===== config.mk =====
export PLATFORM = sky130hd
export DESIGN_NAME = pam_top
export DESIGN_NICKNAME = d
export VERILOG_FILES = /design/src/rtl/pam_pkg.sv /design/src/rtl/pam_clkgen.sv /design/src/rtl/pam_top.sv
export VERILOG_INCLUDE_DIRS = /design/src /design/src/rtl
export SDC_FILE = /design/constraint.sdc
export NUM_CORES = 1
export LEC_CHECK = 0
export ABC_AREA = 1
export BUFFER_PORTS_ARGS = -buffer_cell sky130_fd_sc_hd__buf_2
export CAP_MARGIN = 20
export CORE_MARGIN = 2
export CORE_UTILIZATION = 40
export DETAILED_ROUTE_END_ITERATION = 10
export GPL_TIMING_DRIVEN = 0
export HOLD_SLACK_MARGIN = 0.06
export PLACE_DENSITY = 0.79
export SLEW_MARGIN = 20
export SYNTH_ARGS = -nofsm -noshare
export SYNTH_HDL_FRONTEND = slang
export SYNTH_SLANG_ARGS = --single-unit

===== constraint.sdc =====
create_clock -name clk -period 1.1 [get_ports clk]
set_input_delay 0.22 -clock clk [delete_from_list [all_inputs] [get_ports clk]]
set_output_delay 0.22 -clock clk [all_outputs]
set_load 0.005 [all_outputs]

===== src/rtl/pam_map.svh =====
// Constants of the port A pin multiplexer and processor clock output.
// Assumes inclusion by bare name from the package and the design modules.
//
// Contract
// - Clock pin carries the processor clock, locked to the crystal reference.
// - Boot byte bit 2 picks 24 MHz (zero) or 48 MHz (one).
// - Boot byte bit 1 set inverts the clock pin, otherwise straight.
// - Missing boot memory means an all-zero boot byte: 24 MHz, not inverted.
// - Processor control bit 1 set floats the clock pin.
// - Interface engine runs from fixed 48 MHz or external clock, rate-independent.
// - Bits 0-2 choose port or alternate from own select bit and interface bit 3.
// - Bit 3 chooses port or chip select from select bit 3 only.
// - Bit 4 chooses from both select bits 4 and interface mode field.
// - In port mode each pin drives, reads back or floats.
// - Timer 0 overflow pin pulses one clock-out cycle; mode 3 uses low byte.
// - Timer 1 overflow pin pulses one clock-out cycle; mode 3 uses low byte.
// - Bit 2 in memory function drives active-low memory output enable.
// - Bit 3 in memory function drives active-low memory chip select.
// - Bit 4 in FIFO function drives active-low external FIFO write strobe.
// - Bit 4 in ready mode passes the outside ready level to the engine.
// - Bit 4 in slave mode passes the outside write strobe to slave FIFOs.
// - After reset every pin is a port input; boards pull strobes high.
`ifndef PAM_MAP_SVH
`define PAM_MAP_SVH

// Clock rates in MHz
`define PAM_CLK_MHZ 40
`define PAM_XTAL_MHZ 12
`define PAM_PROC_SLOW_MHZ 24
`define PAM_PROC_FAST_MHZ 48
`define PAM_ENGINE_MHZ 48
`define PAM_SLOW_RATIO (`PAM_PROC_FAST_MHZ / `PAM_PROC_SLOW_MHZ)

// Boot byte, control and configuration fields
`define PAM_BOOT_RESET 8'h00
`define PAM_BOOT_RATE_BIT 2
`define PAM_BOOT_INV_BIT 1
`define PAM_CTRL_HIZ_BIT 1
`define PAM_IFC_ALT_BIT 3
`define PAM_IFC_MODE_HI 1
`define PAM_IFC_MODE_LO 0
`define PAM_IFC_MODE_ENGINE 2'h2
`define PAM_IFC_MODE_SLAVE 2'h3
`define PAM_TMR_SPLIT_MODE 2'h3

// Pin count and number of low bits gated by the interface bit
`define PAM_PA_BITS 5
`define PAM_ALT_LOW_BITS 3

`endif


===== src/rtl/pam_pkg.sv =====
// Types of the port A pin multiplexer.
// Assumes the constants header is on the include path.
`include "pam_map.svh"

package pam_pkg;
	// Function chosen for port A bit 4
	typedef enum logic [1:0]
	{
		pam_pa4_port,
		pam_pa4_fifo_wr,
		pam_pa4_ready,
		pam_pa4_slave_wr
	} pam_pa4_fn_e;

	// Overflow pulse stretcher states
	typedef enum logic [1:0]
	{
		pam_pls_idle,
		pam_pls_armed,
		pam_pls_high
	} pam_pls_e;

	typedef logic [7:0] pam_byte_t;
endpackage


===== src/rtl/pam_clkgen.sv =====
// Processor clock generator and clock output pin driver.
// Assumes a raw crystal reference pin and boot settings held by the caller.
`include "pam_map.svh"

module pam_clkgen
(
	// Clock and reset
	input wire logic clk,
	input wire logic nrst,
	// Reference and settings
	input wire logic crystal_input,
	input wire logic rate_fast,
	input wire logic invert,
	input wire logic float_pin,
	// Processor clock
	output logic proc_level,
	output logic proc_rise,
	// Clock pin
	output logic pin_o,
	output logic pin_oe
);
	import pam_pkg::*;

	logic [2:0] xs_r;
	logic div_r;
	logic level_r;
	logic rise_r;
	logic pin_o_r;
	logic pin_oe_r;
	wire x_rise;
	wire level_nxt;

	assign x_rise = xs_r[1] & ~xs_r[2];
	// Slow rate halves the reference-derived clock
	assign level_nxt = rate_fast ? xs_r[1] : div_r;

	////////////////////////////////////////////////////////////////
	// Reference synchroniser and edge tracking
	always_ff @(posedge clk or negedge nrst)
	begin
		if (!nrst)
			xs_r <= 3'h0;
		else
			xs_r <= {xs_r[1:0], crystal_input};
	end

	// Divider steps only on reference edges, so phase stays locked
	always_ff @(posedge clk or negedge nrst)
	begin
		if (!nrst)
			div_r <= 1'b0;
		else if (x_rise)
			div_r <= ~div_r;
	end

	// Internal level and its rising edge
	always_ff @(posedge clk or negedge nrst)
	begin
		if (!nrst)
		begin
			level_r <= 1'b0;
			rise_r <= 1'b0;
		end
		else
		begin
			level_r <= level_nxt;
			rise_r <= level_nxt & ~level_r;
		end
	end

	// Pin level and enable
	always_ff @(posedge clk or negedge nrst)
	begin
		if (!nrst)
		begin
			pin_o_r <= 1'b0;
			pin_oe_r <= 1'b0;
		end
		else
		begin
			pin_o_r <= level_nxt ^ invert;
			pin_oe_r <= ~float_pin;
		end
	end

	assign proc_level = level_r;
	assign proc_rise = rise_r;
	assign pin_o = pin_o_r;
	assign pin_oe = pin_oe_r;
endmodule


===== src/rtl/pam_top.sv =====
// Port A bits 0 to 4 pin multiplexer with processor clock output.
// Assumes selection bytes come from registers on clk; pins come from outside.
`include "pam_map.svh"

module pam_top
(
	// Clock and reset
	input wire logic clk,
	input wire logic nrst,
	// Crystal reference
	input wire logic crystal_input,
	// Boot configuration load
	input wire logic boot_load_done,
	input wire logic boot_memory_answered,
	input wire pam_pkg::pam_byte_t boot_configuration_byte,
	// Control and configuration
	input wire pam_pkg::pam_byte_t processor_control_status,
	input wire pam_pkg::pam_byte_t port_a_alt_select,
	input wire pam_pkg::pam_byte_t port_a_alt_select_second,
	input wire pam_pkg::pam_byte_t interface_configuration,
	input wire logic interface_clock_select,
	// Port data from the processor
	input wire logic [`PAM_PA_BITS-1:0] port_a_out,
	input wire logic [`PAM_PA_BITS-1:0] port_a_dir_out,
	// Timer overflow events
	input wire logic timer_zero_ovf_full,
	input wire logic timer_zero_ovf_low,
	input wire logic [1:0] timer_zero_mode,
	input wire logic timer_one_ovf_full,
	input wire logic timer_one_ovf_low,
	input wire logic [1:0] timer_one_mode,
	// Memory and FIFO strobes from the core
	input wire logic mem_output_enable_n,
	input wire logic mem_chip_select_n,
	input wire logic external_fifo_write_n,
	// Port A pins
	input wire logic [`PAM_PA_BITS-1:0] port_a_pin_i,
	output logic [`PAM_PA_BITS-1:0] port_a_pin_o,
	output logic [`PAM_PA_BITS-1:0] port_a_pin_oe,
	// Clock pin
	output logic processor_clock_pin_o,
	output logic processor_clock_pin_oe,
	// Processor clock status
	output logic proc_clock_level,
	output logic proc_clock_rise,
	output logic proc_rate_fast_r,
	output logic proc_clock_inverted_r,
	// Port readback and engine inputs
	output logic [`PAM_PA_BITS-1:0] port_a_in_r,
	output logic engine_ready_input_four_r,
	output logic slave_fifo_write_strobe_r,
	output logic engine_clock_external_r,
	// Timer pulses as driven
	output logic timer_zero_overflow_pulse_r,
	output logic timer_one_overflow_pulse_r
);
	import pam_pkg::*;

	////////////////////////////////////////////////////////////////
	// Decode helpers

	// Low bits take their alternate only while the interface bit is clear
	function automatic logic pam_alt_low(input logic sel, input logic ifc_bit);
		pam_alt_low = sel & ~ifc_bit;
	endfunction

	// Timer event seen on the overflow pin, by timer mode
	function automatic logic pam_tmr_evt
	(
		input logic full,
		input logic low,
		input logic [1:0] mode
	);
		pam_tmr_evt = (mode == `PAM_TMR_SPLIT_MODE) ? low : full;
	endfunction

	////////////////////////////////////////////////////////////////
	// Boot configuration byte

	pam_byte_t boot_r;
	wire pam_byte_t boot_nxt;

	// No answer from boot memory loads zero
	assign boot_nxt = boot_memory_answered ? boot_configuration_byte
		: `PAM_BOOT_RESET;

	// Taken once per load
	always_ff @(posedge clk or negedge nrst)
	begin
		if (!nrst)
			boot_r <= `PAM_BOOT_RESET;
		else if (boot_load_done)
			boot_r <= boot_nxt;
	end

	wire rate_fast;
	wire clk_invert;
	wire clk_float;

	assign rate_fast = boot_r[`PAM_BOOT_RATE_BIT];
	assign clk_invert = boot_r[`PAM_BOOT_INV_BIT];
	assign clk_float = processor_control_status[`PAM_CTRL_HIZ_BIT];

	////////////////////////////////////////////////////////////////
	// Processor clock generator

	pam_clkgen u_clkgen
	(
		.clk(clk),
		.nrst(nrst),
		.crystal_input(crystal_input),
		.rate_fast(rate_fast),
		.invert(clk_invert),
		.float_pin(clk_float),
		.proc_level(proc_clock_level),
		.proc_rise(proc_clock_rise),
		.pin_o(processor_clock_pin_o),
		.pin_oe(processor_clock_pin_oe)
	);

	// Rate and inversion status
	always_ff @(posedge clk or negedge nrst)
	begin
		if (!nrst)
		begin
			proc_rate_fast_r <= 1'b0;
			proc_clock_inverted_r <= 1'b0;
		end
		else
		begin
			proc_rate_fast_r <= rate_fast;
			proc_clock_inverted_r <= clk_invert;
		end
	end

	// Engine clock source, untouched by the processor rate
	always_ff @(posedge clk or negedge nrst)
	begin
		if (!nrst)
			engine_clock_external_r <= 1'b0;
		else
			engine_clock_external_r <= interface_clock_select;
	end

	////////////////////////////////////////////////////////////////
	// Pin input synchroniser

	logic [`PAM_PA_BITS-1:0] pin_s1_r;
	logic [`PAM_PA_BITS-1:0] pin_s2_r;

	// Two stages before any logic reads a pin
	always_ff @(posedge clk or negedge nrst)
	begin
		if (!nrst)
		begin
			pin_s1_r <= '0;
			pin_s2_r <= '0;
		end
		else
		begin
			pin_s1_r <= port_a_pin_i;
			pin_s2_r <= pin_s1_r;
		end
	end

	assign port_a_in_r = pin_s2_r;

	////////////////////////////////////////////////////////////////
	// Timer overflow pulse stretchers

	wire [1:0] tmr_evt;
	wire [1:0] tmr_pulse;

	assign tmr_evt[0] = pam_tmr_evt(timer_zero_ovf_full, timer_zero_ovf_low,
		timer_zero_mode);
	assign tmr_evt[1] = pam_tmr_evt(timer_one_ovf_full, timer_one_ovf_low,
		timer_one_mode);

	// Pulse spans one whole clock-out period, rise to rise
	genvar t;
	generate
		for (t = 0; t < 2; t = t + 1)
		begin : g_tmr
			pam_pls_e st_r;
			pam_pls_e st_nxt;
			logic pls_r;

			always_comb
			begin
				st_nxt = st_r;
				case (st_r)
					pam_pls_idle:
						if (tmr_evt[t])
							st_nxt = pam_pls_armed;
					pam_pls_armed:
						if (proc_clock_rise)
							st_nxt = pam_pls_high;
					pam_pls_high:
						if (proc_clock_rise)
							st_nxt = tmr_evt[t] ? pam_pls_armed : pam_pls_idle;
						else if (tmr_evt[t])
							st_nxt = pam_pls_high;
					default:
						st_nxt = pam_pls_idle;
				endcase
			end

			// State and its pulse flag, so the pin output leaves a flop
			always_ff @(posedge clk or negedge nrst)
			begin
				if (!nrst)
				begin
					st_r <= pam_pls_idle;
					pls_r <= 1'b0;
				end
				else
				begin
					st_r <= st_nxt;
					pls_r <= (st_nxt == pam_pls_high);
				end
			end

			assign tmr_pulse[t] = pls_r;
		end
	endgenerate

	assign timer_zero_overflow_pulse_r = tmr_pulse[0];
	assign timer_one_overflow_pulse_r = tmr_pulse[1];

	////////////////////////////////////////////////////////////////
	// Function selection

	wire ifc_alt;
	wire [1:0] ifc_mode;
	wire [`PAM_ALT_LOW_BITS-1:0] alt_low;
	wire alt_cs;
	wire pam_pa4_fn_e pa4_fn;

	assign ifc_alt = interface_configuration[`PAM_IFC_ALT_BIT];
	assign ifc_mode = interface_configuration[`PAM_IFC_MODE_HI:`PAM_IFC_MODE_LO];

	// Bits 0 to 2 from own select bit and the interface bit
	genvar b;
	generate
		for (b = 0; b < `PAM_ALT_LOW_BITS; b = b + 1)
		begin : g_sel
			assign alt_low[b] = pam_alt_low(port_a_alt_select[b], ifc_alt);
		end
	endgenerate

	// Bit 3 from its select bit alone
	assign alt_cs = port_a_alt_select[3];

	// Bit 4 from both select bits and the mode field
	assign pa4_fn = port_a_alt_select[4] ? pam_pa4_fifo_wr
		: !port_a_alt_select_second[4] ? pam_pa4_port
		: (ifc_mode == `PAM_IFC_MODE_ENGINE) ? pam_pa4_ready
		: (ifc_mode == `PAM_IFC_MODE_SLAVE) ? pam_pa4_slave_wr
		: pam_pa4_port;

	////////////////////////////////////////////////////////////////
	// Alternate output values and pin next state

	wire [`PAM_PA_BITS-1:0] alt_on;
	wire [`PAM_PA_BITS-1:0] alt_val;
	wire [`PAM_PA_BITS-1:0] alt_drive;
	wire [`PAM_PA_BITS-1:0] pin_o_nxt;
	wire [`PAM_PA_BITS-1:0] pin_oe_nxt;

	assign alt_on[`PAM_ALT_LOW_BITS-1:0] = alt_low;
	assign alt_on[3] = alt_cs;
	assign alt_on[4] = (pa4_fn != pam_pa4_port);

	assign alt_val[0] = tmr_pulse[0];
	assign alt_val[1] = tmr_pulse[1];
	assign alt_val[2] = mem_output_enable_n;
	assign alt_val[3] = mem_chip_select_n;
	assign alt_val[4] = external_fifo_write_n;

	// Inputs of bit 4 leave the pin undriven
	assign alt_drive[3:0] = 4'hf;
	assign alt_drive[4] = (pa4_fn == pam_pa4_fifo_wr);

	// Port data where no alternate is chosen
	assign pin_o_nxt = (alt_on & alt_val) | (~alt_on & port_a_out);
	assign pin_oe_nxt = (alt_on & alt_drive) | (~alt_on & port_a_dir_out);

	////////////////////////////////////////////////////////////////
	// Pin drivers

	logic [`PAM_PA_BITS-1:0] pin_o_r;
	logic [`PAM_PA_BITS-1:0] pin_oe_r;

	// Registered so a selection change swaps cleanly on one edge
	always_ff @(posedge clk or negedge nrst)
	begin
		if (!nrst)
		begin
			pin_o_r <= '0;
			pin_oe_r <= '0;
		end
		else
		begin
			pin_o_r <= pin_o_nxt;
			pin_oe_r <= pin_oe_nxt;
		end
	end

	assign port_a_pin_o = pin_o_r;
	assign port_a_pin_oe = pin_oe_r;

	////////////////////////////////////////////////////////////////
	// Engine inputs on bit 4

	wire ready_nxt;
	wire slave_nxt;

	assign ready_nxt = (pa4_fn == pam_pa4_ready) & pin_s2_r[4];
	assign slave_nxt = (pa4_fn == pam_pa4_slave_wr) & pin_s2_r[4];

	// Zero while the mode is not chosen
	always_ff @(posedge clk or negedge nrst)
	begin
		if (!nrst)
		begin
			engine_ready_input_four_r <= 1'b0;
			slave_fifo_write_strobe_r <= 1'b0;
		end
		else
		begin
			engine_ready_input_four_r <= ready_nxt;
			slave_fifo_write_strobe_r <= slave_nxt;
		end
	end
endmodule


Yosys cells after proc, flatten, opt, wreduce, memory -nomap -nowiden
Index checks and enable logic that the tools add are counted.
- register bits: 42
- bits of input ports: 72
- output and inout port bits: 26
- logic and storage cells: 76
- equality and inequality tests: 13
- multiplexer cells: 20
- bitwise gates (word level): 20
- reduce and logical (&&, ||, !) cells: 3
- operator list (kind ; count):
    2-to-1 mux 2 bit ; 12
    AND 5 bit ; 4
    == test 2 bit (second input constant) ; 10
    one-hot mux 2 bit (3 select lines) ; 2
    bitwise OR 5 bit ; 2
    AND 1 bit ; 7
    == test 2 x 1 -> 1 bit (second input constant) ; 3
    2-to-1 mux 1 bit ; 5
    NOT 1 bit ; 5
    NOT 5 bit ; 1
    logical NOT 2 bit ; 2
    2-to-1 mux 3 bit ; 1
    nonzero test 2 bit ; 1
    XOR 1 bit ; 1

Longest topological paths before layout
Gate-level depths: netlist of the first run.
- depth after elaboration: 9
- gate-level depth with buffers: 5
- gate-level depth less buffers: 5

Cells and area by module
Synthesis of the first run repeated with hierarchy kept, for this count alone.
- cell total of the unflattened synthesis: 125
- area, all modules: 1396.3 µm²
- modules (own cells, without submodules) (module ; instances ; cells each ; area an instance (µm²) ; seq. area each (µm²)):
    pam_top ; 1 ; 99 ; 1121.1 ; 825.8
    pam_clkgen ; 1 ; 26 ; 275.3 ; 200.2

Least setup slack after synthesis of the first run
OpenSTA, ideal clock, no wires.
- path type: reg2reg
- start point: reg u_clkgen.rise_r, in the netlist u_clkgen.proc_rise
- end point: reg g_tmr[0].st_r[0]
- setup time: 0.113 ns
- arrival time: 0.692 ns
- required time: 0.987 ns
- path slack: 0.295 ns
- cell stages (with the launch flop): 5
- cells stage by stage: dfrtp_1 -> nand2_1 -> o21a_1 -> nand2_1 -> inv_1
- cells in the longest elaborated chain, start to end: 2
- ends and longest elaborated chain (what ; RTL line ; RTL):
    from (decl) ; pam_clkgen.sv:27 ; logic rise_r;
    from (signal assigned) ; pam_clkgen.sv:67 ; rise_r <= level_nxt & ~level_r;
    2-to-1 mux 2 bit, on equally long branches ; pam_top.sv:199, pam_top.sv:196 ;
    one-hot mux 2 bit (3 select lines) * ; pam_top.sv:191 ; case (st_r)
    via g_tmr[0].st_nxt[0] ; pam_top.sv:185 ; pam_pls_e st_nxt;
    to (signal assigned) ; pam_top.sv:213 ; st_r <= pam_pls_idle;
    to (signal assigned) ; pam_top.sv:218 ; st_r <= st_nxt;
    to (decl) ; pam_top.sv:184 ; pam_pls_e st_r;
The timed path passes the listed nets; every way through them passes the cells marked *.
A chain may end at the register's enable or synchronous reset.

Worst setup path after layout of the first run
- start point: reg u_clkgen.rise_r, in the netlist u_clkgen.proc_rise
- end point: out proc_clock_rise
- RTL lines (what ; RTL line ; RTL):
    to (decl) ; pam_top.sv:45 ; output logic proc_clock_rise,
No word-level cell between the ends.

==> flow_summary.json, run 1 <==
{
  "grt_pass1_wl_um": 4370,
  "root_buffer": "clkbuf_4",
  "holdBufCountCts": 14,
  "cts_tree": "built",
  "period_minus_slack_ns": 1.10,
  "p_seq_share_pct": 55.4,
  "timing.fmax_mhz": 912,
  "required_ns": 0.88,
  "postLayoutCoreUtil_pct": 60.6,
  "cp.arrival_ns": 0.88,
  "min_period_over_period_pct": 99.7,
  "cp_cell_sequence": "buf_6",
  "syn2layout_area_growth_pct": 45.6,
  "avgRoutedWirePerCell_um": 10.1,
  "yosysWarningCount": 0,
  "fillers": 300,
  "cp_slowest_cell": "dfrtp_2",
  "dieHeight_um": 62.7,
  "grt_usage_pct": 14.3,
  "whs_ns": -0.0193,
  "ys_types": 15,
  "grt_pass1_vias": 1105,
  "cpPeakStageDelay_ns": 0.43,
  "cts_buffers": 5,
  "min-delay-path-class": "in -> async",
  "antenna_cells": 0,
  "clock_skew_ns": 0.00764,
  "portBuffers": 69,
  "dieArea_mm2": 0.00393,
  "cts.sinks": 41,
  "num_rows": 21,
  "final_cells": 259,
  "htreeDepth": 2,
  "viasPerCell": 4.40,
  "setup.worst_path.class": "reg -> out",
  "setup_viol": 0,
  "vias": 1140,
  "p_per_area_mw_per_mm2": 1680,
  "cts.reportedPaths.clkPinSlew_ns": 0.11,
  "intPower_mw": 2.45,
  "gp_congestion": 0.712,
  "syn-num-nets": 192,
  "io_pins": 98,
  "drtPass1Iterations": 4,
  "slew_headroom_pct": 42.9,
  "crit_family": "flip-flops",
  "rsz0062_at_grt": "true",
  "num-nets-final": 285,
  "critical_path.max_fanout": 2,
  "drive_above_1_share_pct": 38.5,
  "max_cap_violations": 0,
  "grt_overflow": 0,
  "die_x_um": 62.7,
  "clock_latency_ns": 0.33,
  "leakage_nw": 1.09,
  "place_inst": 235,
  "p_clk_share_pct": 21.3,
  "antenna_found_initial": 0,
  "violations": "hold timing",
  "hpwl_um": 1830,
  "worst-path-buf-inv": 1,
  "final_hold_viol_count": 20,
  "power.share.combinational_pct": 23.3,
  "seq_area_frac_synth_pct": 74.5,
  "synthCells": 120,
  "drtAntennaViolNets": 0,
  "p_switching_uw": 915,
  "ctsLongestPathBuffers": 2,
  "slew_viol_final": 0,
  "ir_worst_vdd_mv": 0.981,
  "grt_max_degree": 42,
  "start_kind": "register",
  "initial_core_util_pct": 41.6,
  "core_region_area_mm2": 0.00331,
  "synth_area_leaders": "dfrtp_1, nand2_1, inv_1",
  "syn_area_mm2": 0.00138,
  "crit_path_end_kind": "primary output",
  "swShare_pct": 27.2,
  "syn_avg_cell_area_um2": 11.5,
  "initialDrtViolationCount": 36,
  "yosys.area.top_type_share_pct": 74.5,
  "tightest_slew_ns": 0.857,
  "routed_wl_um": 2610,
  "yosys.area.top_type": "dfrtp_1",
  "ys_ff_latch": 41,
  "status": "complete, but fails checks",
  "drc_errors": 0
}
[routing by layer]
metal	vias to the layer above	routed length [um]	part of all wire [%]	GRT usage [%]
li1	560	-	-	-
met1	517	1020	39	14.5
met2	58	1310	50	26.1
met3	5	233	8.9	4.86
met4	0	38	1.5	6.67
met5	-	0	0	0
[per-stage QoR]
step                area [um2]  power (mW)  hold slack [ns]  worst slack (ns)  setup TNS (ns)
floorplan                 1380        2.25          -0.0756             0.295               0
global placement          1780        2.55            0.328             0.139               0
detailed placement        1780        2.58            0.329             0.121               0
CTS                       1980        3.39          0.00847           -0.0204         -0.0208
global route              2010        3.64           0.0418           -0.0425          -0.167
finish                    2010        3.36          -0.0193           0.00384               0
[registers in the layout (all words and copies together), names as in the netlist]
name                         cells
g_tmr.st_r                       4
proc_rate_fast_r                 1
timer_zero_overflow_pulse_r      1
u_clkgen.div_r                   1
port_a_pin_oe                    5
u_clkgen.xs_r                    3
pin_s1_r                         5
port_a_in_r                      5
proc_clock_inverted_r            1
slave_fifo_write_strobe_r        1
boot_r                           2
port_a_pin_o                     5
u_clkgen.pin_o                   1
engine_clock_external_r          1
u_clkgen.pin_oe                  1
timer_one_overflow_pulse_r       1
u_clkgen.proc_rise               1
engine_ready_input_four_r        1
u_clkgen.proc_level              1
[power by group through the flow]
stage / combinational (mW) / clock, mW / sequential, mW
3_3_place_gp: 0.653 / 0 / 1.89
3_5_place_dp: 0.670 / 0 / 1.91
4_1_cts: 0.754 / 0.771 / 1.86
5_1_grt: 0.906 / 0.836 / 1.90
2_1_floorplan: 0.346 / 0 / 1.90
6_report: 0.784 / 0.717 / 1.86
[Yosys cell counts, drive strengths merged]
library cell,instances
a21oi,3
dfrtp,41
inv,17
mux2,1
nand2,33
nand3,12
nor2,1
nor3,1
nor3b,1
o21a,1
o21ai,7
or2,1
xor2,1
[final timing paths]
check,from,to,slack (ns),depth (start not counted)
setup / recovery,u_clkgen.proc_rise,proc_clock_rise,0.004,1
max in group asynchronous,nrst,u_clkgen.proc_rise,0.52,1
hold reg to reg,u_clkgen.xs_r[0],u_clkgen.xs_r[1],0.36,0
min in group clk,port_a_dir_out[1],port_a_pin_oe[1],0.08,3
hold / removal,nrst,port_a_pin_oe[1],-0.02,1
setup reg to reg,u_clkgen.proc_rise,g_tmr[0].st_r[0],0.15,4
[cell families after synthesis]
| family | Yosys count | synth area share, % |
|---|---|---|
| AND/OR/NAND/NOR | 49 | 15.0 |
| flip-flops | 41 | 74.5 |
| buffers and inverters | 17 | 4.63 |
| multiplexers | 1 | 0.817 |
| AO/OA/AOI/OAI | 11 | 4.45 |
| XOR/XNOR | 1 | 0.636 |
[cell usage in the layout (no fill, tap or decap)]
cell           count
nor3b_1            1
o21a_1             1
dfrtp_2            1
clkbuf_4           5
nand2_1           33
o21ai_0            5
clkbuf_8           1
a21oi_1            2
mux2_2             1
inv_1             17
nor2_1             1
xor2_1             1
buf_2             68
buf_6              1
a21oi_2            1
or2_2              1
nor3_1             1
dlygate4sd3_1     14
dfrtp_1           40
nand3_1           12
o21ai_1            2
buf_4              3
clkbuf_1           1
[area by class of cell]
type,instances,area (um2),share of cell area (%)
clock buffer,7,55.1,2.74
inverter,17,63.8,3.18
multi-input combinational,62,288,14.3
sequential,41,1030,51.2
tap,46,57.6,2.87
timing repair buffer,86,514,25.6
[timing repair]
item	CTS	global route
hold endpoints to repair	55	35
endpoints found under the setup margin	2	9
gates resized for setup	1	1
cloned	0	0
setup buffers	1	2
(Power assumes the default switching activity.)
==> run 2: changes to the inputs <==
- PLACE_DENSITY: 0.79 -> 0.78
- SYNTH_HIERARCHICAL: default -> 1
==> run 2 against run 1 <==
Net effect:
- the run still ends with hold timing left
- clock power is 38% higher
- sequential power is 3% lower
- fmax increased by 0.60%
- sequential share of layout area shrank 1.2 points
- wire length is 3.2% higher
- critical path depth unchanged
- die area increased by 1.3%
- synthesized area up 1.4%
- synthesized cell count grew 4.2%
- register-to-register slack better by 0.02 ns
- first-iteration DRC count shrank 39%
- highest routed layer unchanged
==> flow_summary.json, run 2 <==
{
  "gp_congestion": 0.710,
  "place_inst": 240,
  "place_area_mm2": 0.00180,
  "slew_headroom_pct": 43.4,
  "portBuffers": 69,
  "syn2layout_area_growth_pct": 47.0,
  "drive_above_1_share_pct": 37.4,
  "cp_cell_sequence": "buf_2",
  "leakage_nw": 1.12,
  "required_ns": 0.88,
  "cpPeakStageDelay_ns": 0.42,
  "worst-path-buf-inv": 1,
  "r2r_cells": 5,
  "num_rows": 21,
  "place_ws_ns": 0.139,
  "avgRoutedWirePerCell_um": 10.1,
  "synth_compound_area_share_pct": 4.39,
  "rsz0062_at_grt": "true",
  "synth_most_common_cell": "dfrtp_1",
  "clock_latency_ns": 0.34,
  "synthXorXnorAreaFrac_pct": 0,
  "synth-edff-count": 0,
  "slew_viol_final": 0,
  "initial_core_util_pct": 41.8,
  "crit_path_end_kind": "primary output",
  "synth.area.mux_share_pct": 0.806,
  "cp_slowest_cell": "dfrtp_2",
  "grt-busiest-layer": "met2",
  "cts.reportedPaths.clkPinSlew_ns": 0.11,
  "die_x_um": 63.1,
  "num-nets-final": 290,
  "viasPerCell": 4.23,
  "antenna_found_initial": 0,
  "setup_ws_ns": 0.0104,
  "timing.fmax_mhz": 918,
  "yosysWarningCount": 6,
  "grt_max_degree": 42,
  "core_region_area_mm2": 0.00334,
  "async_flop_share_pct": 100,
  "max_cap_violations": 0,
  "yosys.area.top_type_share_pct": 73.5,
  "crit_cells": 1,
  "synthSimpleGateAreaFrac_pct": 16.2,
  "min-delay-path-class": "in -> async",
  "clock_skew_ns": 0.0117,
  "drtAntennaViolNets": 0,
  "root_buffer": "clkbuf_4",
  "use_met1_pct": 17.7,
  "ys_ff_latch": 41,
  "setup.worst_path.class": "reg -> out",
  "synthCells": 125,
  "synth_fa_ha_area_share_pct": 0,
  "syn_avg_cell_area_um2": 11.2,
  "final_cell_mix": "buf_2, dfrtp_1, nand2_1, inv_1, dlygate4sd3_1",
  "synthFlopType": "dfrtp_1",
  "drc_errors": 0,
  "hpwl_um": 1710,
  "vias": 1121,
  "setup-tns-final_ns": 0,
  "p_per_area_mw_per_mm2": 1650,
  "grt_usage_pct": 15.9,
  "multi_input_area_um2": 299,
  "drtPass1Iterations": 4,
  "holdBufCountCts": 16,
  "tightest_slew_ns": 0.849,
  "crit_family": "flip-flops",
  "cp.arrival_ns": 0.87,
  "use_met2_pct": 27.5,
  "setup_viol": 0,
  "critical_path.max_fanout": 2,
  "ir_worst_vdd_mv": 0.868,
  "syn_area_mm2": 0.00140,
  "routed_wl_um": 2690,
  "antenna_cells": 0,
  "cts_buffers": 5,
  "whs_ns": -0.0253,
  "status": "complete, but fails checks",
  "final_hold_viol_count": 41,
  "ys_types": 14,
  "grt_overflow": 0,
  "syn-num-nets": 197,
  "final_cells": 265,
  "ctsLongestPathBuffers": 2,
  "seqCellArea_mm2": 0.00103,
  "grt_pass1_vias": 1175,
  "final_common_cell": "buf_2",
  "seq_area_frac_synth_pct": 73.5,
  "initialDrtViolationCount": 22,
  "period_minus_slack_ns": 1.09,
  "io_pins": 98,
  "synth_area_leaders": "dfrtp_1, nand2_1, inv_1",
  "grt_pass1_wl_um": 4890,
  "htreeDepth": 2,
  "cts.sinks": 41,
  "met3_usage_pct": 6.07,
  "dieArea_mm2": 0.00398,
  "fillers": 283,
  "dieHeight_um": 63.1,
  "fin_area_mm2": 0.00205,
  "min_period_over_period_pct": 99.1,
  "cts_tree": "built",
  "violations": "hold timing",
  "synth_commonest_cells": "dfrtp_1, nand2_1, inv_1",
  "synth_top_family_by_area": "simple AND/OR/NAND/NOR gates",
  "start_kind": "register",
  "yosys.area.top_type": "dfrtp_1"
}
-- run 2: changes by cell type after synthesis, sizes merged --
cell,before,now
a21oi,3,4
inv,17,19
nand2,33,35
nand3,12,14
o21ai,7,6
xor2,1,0
-- run 2: final cells by class --
type / count / area share [%]
sequential: 41 / 50.0
inverter: 19 / 3.47
clock inverter: 1 / 1.46
timing repair buffer: 86 / 25.0
tap: 46 / 2.80
multi-input combinational: 65 / 14.6
clock buffer: 7 / 2.68
-- run 2: power by group --
part	switching (mW)	internal, mW
Clock	0.448	0.543
Sequential	0.0869	1.71
Combinational	0.302	0.292
Total	0.837	2.54
-- run 2: final timing paths --
check | slack, ns | to | startpoint
max | 0.01 | proc_clock_rise | u_clkgen/proc_rise
max reg2reg | 0.17 | g_tmr[0].st_r[0] | u_clkgen/proc_rise
max in group asynchronous | 0.53 | u_clkgen/proc_rise | nrst
min | -0.03 | port_a_pin_o[4] | nrst
min in group clk | 0.07 | port_a_pin_oe[3] | port_a_dir_out[3]
min reg2reg | 0.36 | port_a_in_r[2] | pin_s1_r[2]
-- run 2: cell families (layout without fill, tap and decap cells) --
logic type,Yosys count,in the layout
flops,41,41
compound gates,11,11
simple gates,53,53
buf+inv,19,113
mux,1,1
-- run 2: stage by stage --
stage / power, mW / util, %
finish: 3.38 / 61.5
global route: 3.63 / 61.5
CTS: 3.43 / 61.5
detailed placement: 2.37 / 53.9
global placement: 2.35 / 53.9
floorplan: 2.10 / -
-- run 2: what timing repair did --
action | CTS | global route
hold endpoints to repair | 57 | 41
gates resized for setup | 1 | 0
setup buffers | 1 | 0
endpoints found under the setup margin | 2 | 18
-- run 2: metal layers --
metal / vias up / wire (um) / share of wire [%]
met1: 493 / 1120 / 42
met4: 0 / 26 / 0.97
met3: 4 / 240 / 8.9
met2: 49 / 1300 / 48
met5: - / 0 / 0
li1: 575 / - / -
==> run 3: changes to the inputs <==
==> constraint.sdc (replaced) <==
create_clock -name clk -period 1.1 [get_ports clk]
set_input_delay 0.22 -clock clk [delete_from_list [all_inputs] [get_ports clk]]
set_output_delay 0.22 -clock clk [all_outputs]
set_load 0.02 [all_outputs]
==> run 3 against run 2 <==
Net effect:
- the run ends with hold timing, setup timing left
- cell count unchanged
- power increased by 8.8%
- clock power increased by 0.8%
- clock skew decreased by 0.0019 ns
- worst setup slack got worse by 0.021 ns
- largest cell class unchanged
- combinational power increased by 44%
- global-route usage increased by 0.72 points
- critical endpoint unchanged
- critical path depth unchanged
==> flow_summary.json, run 3 (synthesis gave the netlist of run 2 again) <==
{
  "setup-tns-final_ns": -0.0222,
  "ctsLongestPathBuffers": 2,
  "leakage_nw": 1.17,
  "place_ws_ns": 0.139,
  "fin_area_mm2": 0.00222,
  "clock_latency_ns": 0.34,
  "cpPeakStageDelay_ns": 0.43,
  "rr_startpoint": "u_clkgen/proc_rise",
  "clock_skew_ns": 0.00979,
  "fillers": 265,
  "met3_usage_pct": 6.07,
  "slew_headroom_pct": 43.1,
  "io_pins": 98,
  "multi_input_area_um2": 299,
  "drtPass1Iterations": 3,
  "rsz0062_at_grt": "true",
  "use_met1_pct": 17.7,
  "place_area_mm2": 0.00180,
  "grt-busiest-layer": "met2",
  "cts_buffers": 5,
  "min-delay-path-class": "in -> async",
  "initial_core_util_pct": 41.8,
  "violations": "hold timing, setup timing",
  "viasPerCell": 4.34,
  "crit_path_end_kind": "primary output",
  "htreeDepth": 2,
  "tightest_slew_ns": 0.854,
  "seqCellArea_mm2": 0.00103,
  "cts.reportedPaths.clkPinSlew_ns": 0.12,
  "timing.fmax_mhz": 901,
  "antenna_cells": 0,
  "reg2reg_slack_ns": 0.16,
  "setup_viol": 3,
  "cp.arrival_ns": 0.89,
  "min_period_over_period_pct": 101,
  "r2r_cells": 5,
  "critical_path.max_fanout": 2,
  "crit_cells": 1,
  "num_rows": 21,
  "max_cap_violations": 0,
  "slew_viol_final": 0,
  "ir_worst_vdd_mv": 0.875,
  "status": "complete, but fails checks",
  "syn2layout_area_growth_pct": 58.7,
  "drc_errors": 0,
  "setup.worst_path.class": "reg -> out",
  "cp_cell_sequence": "buf_6",
  "dieArea_mm2": 0.00398,
  "final_common_cell": "buf_2",
  "required_ns": 0.88,
  "grt_pass1_vias": 1181,
  "cp_slowest_cell": "dfrtp_2",
  "vias": 1150,
  "final_hold_viol_count": 33,
  "cts.sinks": 41,
  "routed_wl_um": 3080,
  "period_minus_slack_ns": 1.11,
  "worst-path-buf-inv": 1,
  "grt_usage_pct": 16.7,
  "antenna_found_initial": 0,
  "drtAntennaViolNets": 0,
  "gp_congestion": 0.710,
  "start_kind": "register",
  "use_met2_pct": 30.2,
  "avgRoutedWirePerCell_um": 11.6,
  "initialDrtViolationCount": 39,
  "hpwl_um": 1710,
  "drive_above_1_share_pct": 37.4,
  "whs_ns": -0.0294,
  "cts_tree": "built",
  "postLayoutCoreUtil_pct": 66.4,
  "grt_max_degree": 42,
  "portBuffers": 69,
  "core_region_area_mm2": 0.00334,
  "grt_overflow": 0,
  "die_x_um": 63.1,
  "num-nets-final": 290,
  "setup_ws_ns": -0.0101,
  "dieHeight_um": 63.1,
  "p_per_area_mw_per_mm2": 1660,
  "timing.rr.end": "g_tmr[0].st_r[0]",
  "root_buffer": "clkbuf_4",
  "crit_family": "flip-flops",
  "grt_pass1_wl_um": 5020,
  "final_cell_mix": "buf_2, dfrtp_1, nand2_1, buf_6, inv_1",
  "holdBufCountCts": 16
}
[run 3: cell counts in the layout (fill, tap and decap cells not counted)]
No cell type changed its count.
[run 3: layout make-up]
| class | count | area share [%] |
|---|---|---|
| clock buffer | 7 | 2.48 |
| clock inverter | 1 | 1.36 |
| inverter | 19 | 3.22 |
| multi-input combinational | 65 | 13.5 |
| sequential | 41 | 46.4 |
| tap | 46 | 2.60 |
| timing repair buffer | 86 | 30.5 |
[run 3: worst register-to-register path, delay by kind of cell, from the launching register on]
kind,cells,cell delay (ns)
DFF,1,0.43
buffers and inverters,2,0.20
and+or+nand+nor,2,0.15
AOI/OAI and AO/OA,1,0.12
[run 3: report_power, final]
group / switching, mW / total [mW] / internal (mW)
Sequential: 0.116 / 1.83 / 1.71
Combinational: 0.436 / 0.854 / 0.418
Clock: 0.456 / 0.999 / 0.543
[run 3: per-layer routing]
layer	part of all wire (%)	up-vias
met2	51	51
met3	9.2	4
met4	0.84	0
met1	38	520
met5	0	-
li1	-	575
[run 3: worst max-delay path by stage]
stage | to | start
after floorplan | g_tmr[0].st_r[0] | u_clkgen/proc_rise
after global placement | port_a_pin_o[3] | nrst
after detailed placement | port_a_pin_o[3] | nrst
after CTS | proc_clock_rise | u_clkgen/proc_rise
after global routing | timer_one_overflow_pulse_r | timer_one_overflow_pulse_r
final | proc_clock_rise | u_clkgen/proc_rise
[run 3: stage by stage]
stage | std cells | power [mW] | hold slack, ns
finish | 265 | 3.68 | -0.0294
global route | 265 | 3.91 | 0.0305
detailed placement | 240 | 2.49 | 0.330
global placement | 240 | 2.48 | 0.328
floorplan | 125 | 2.23 | -0.0756
CTS | 265 | 3.66 | -0.00494
[run 3: what timing repair did]
| item | in CTS | in global routing |
|---|---|---|
| resized for setup | 27 | 26 |
| pin swaps | 0 | 0 |
| setup endpoints to repair | 13 | 26 |
| endpoints found under the hold margin | 57 | 41 |
| buffers inserted | 1 | 0 |
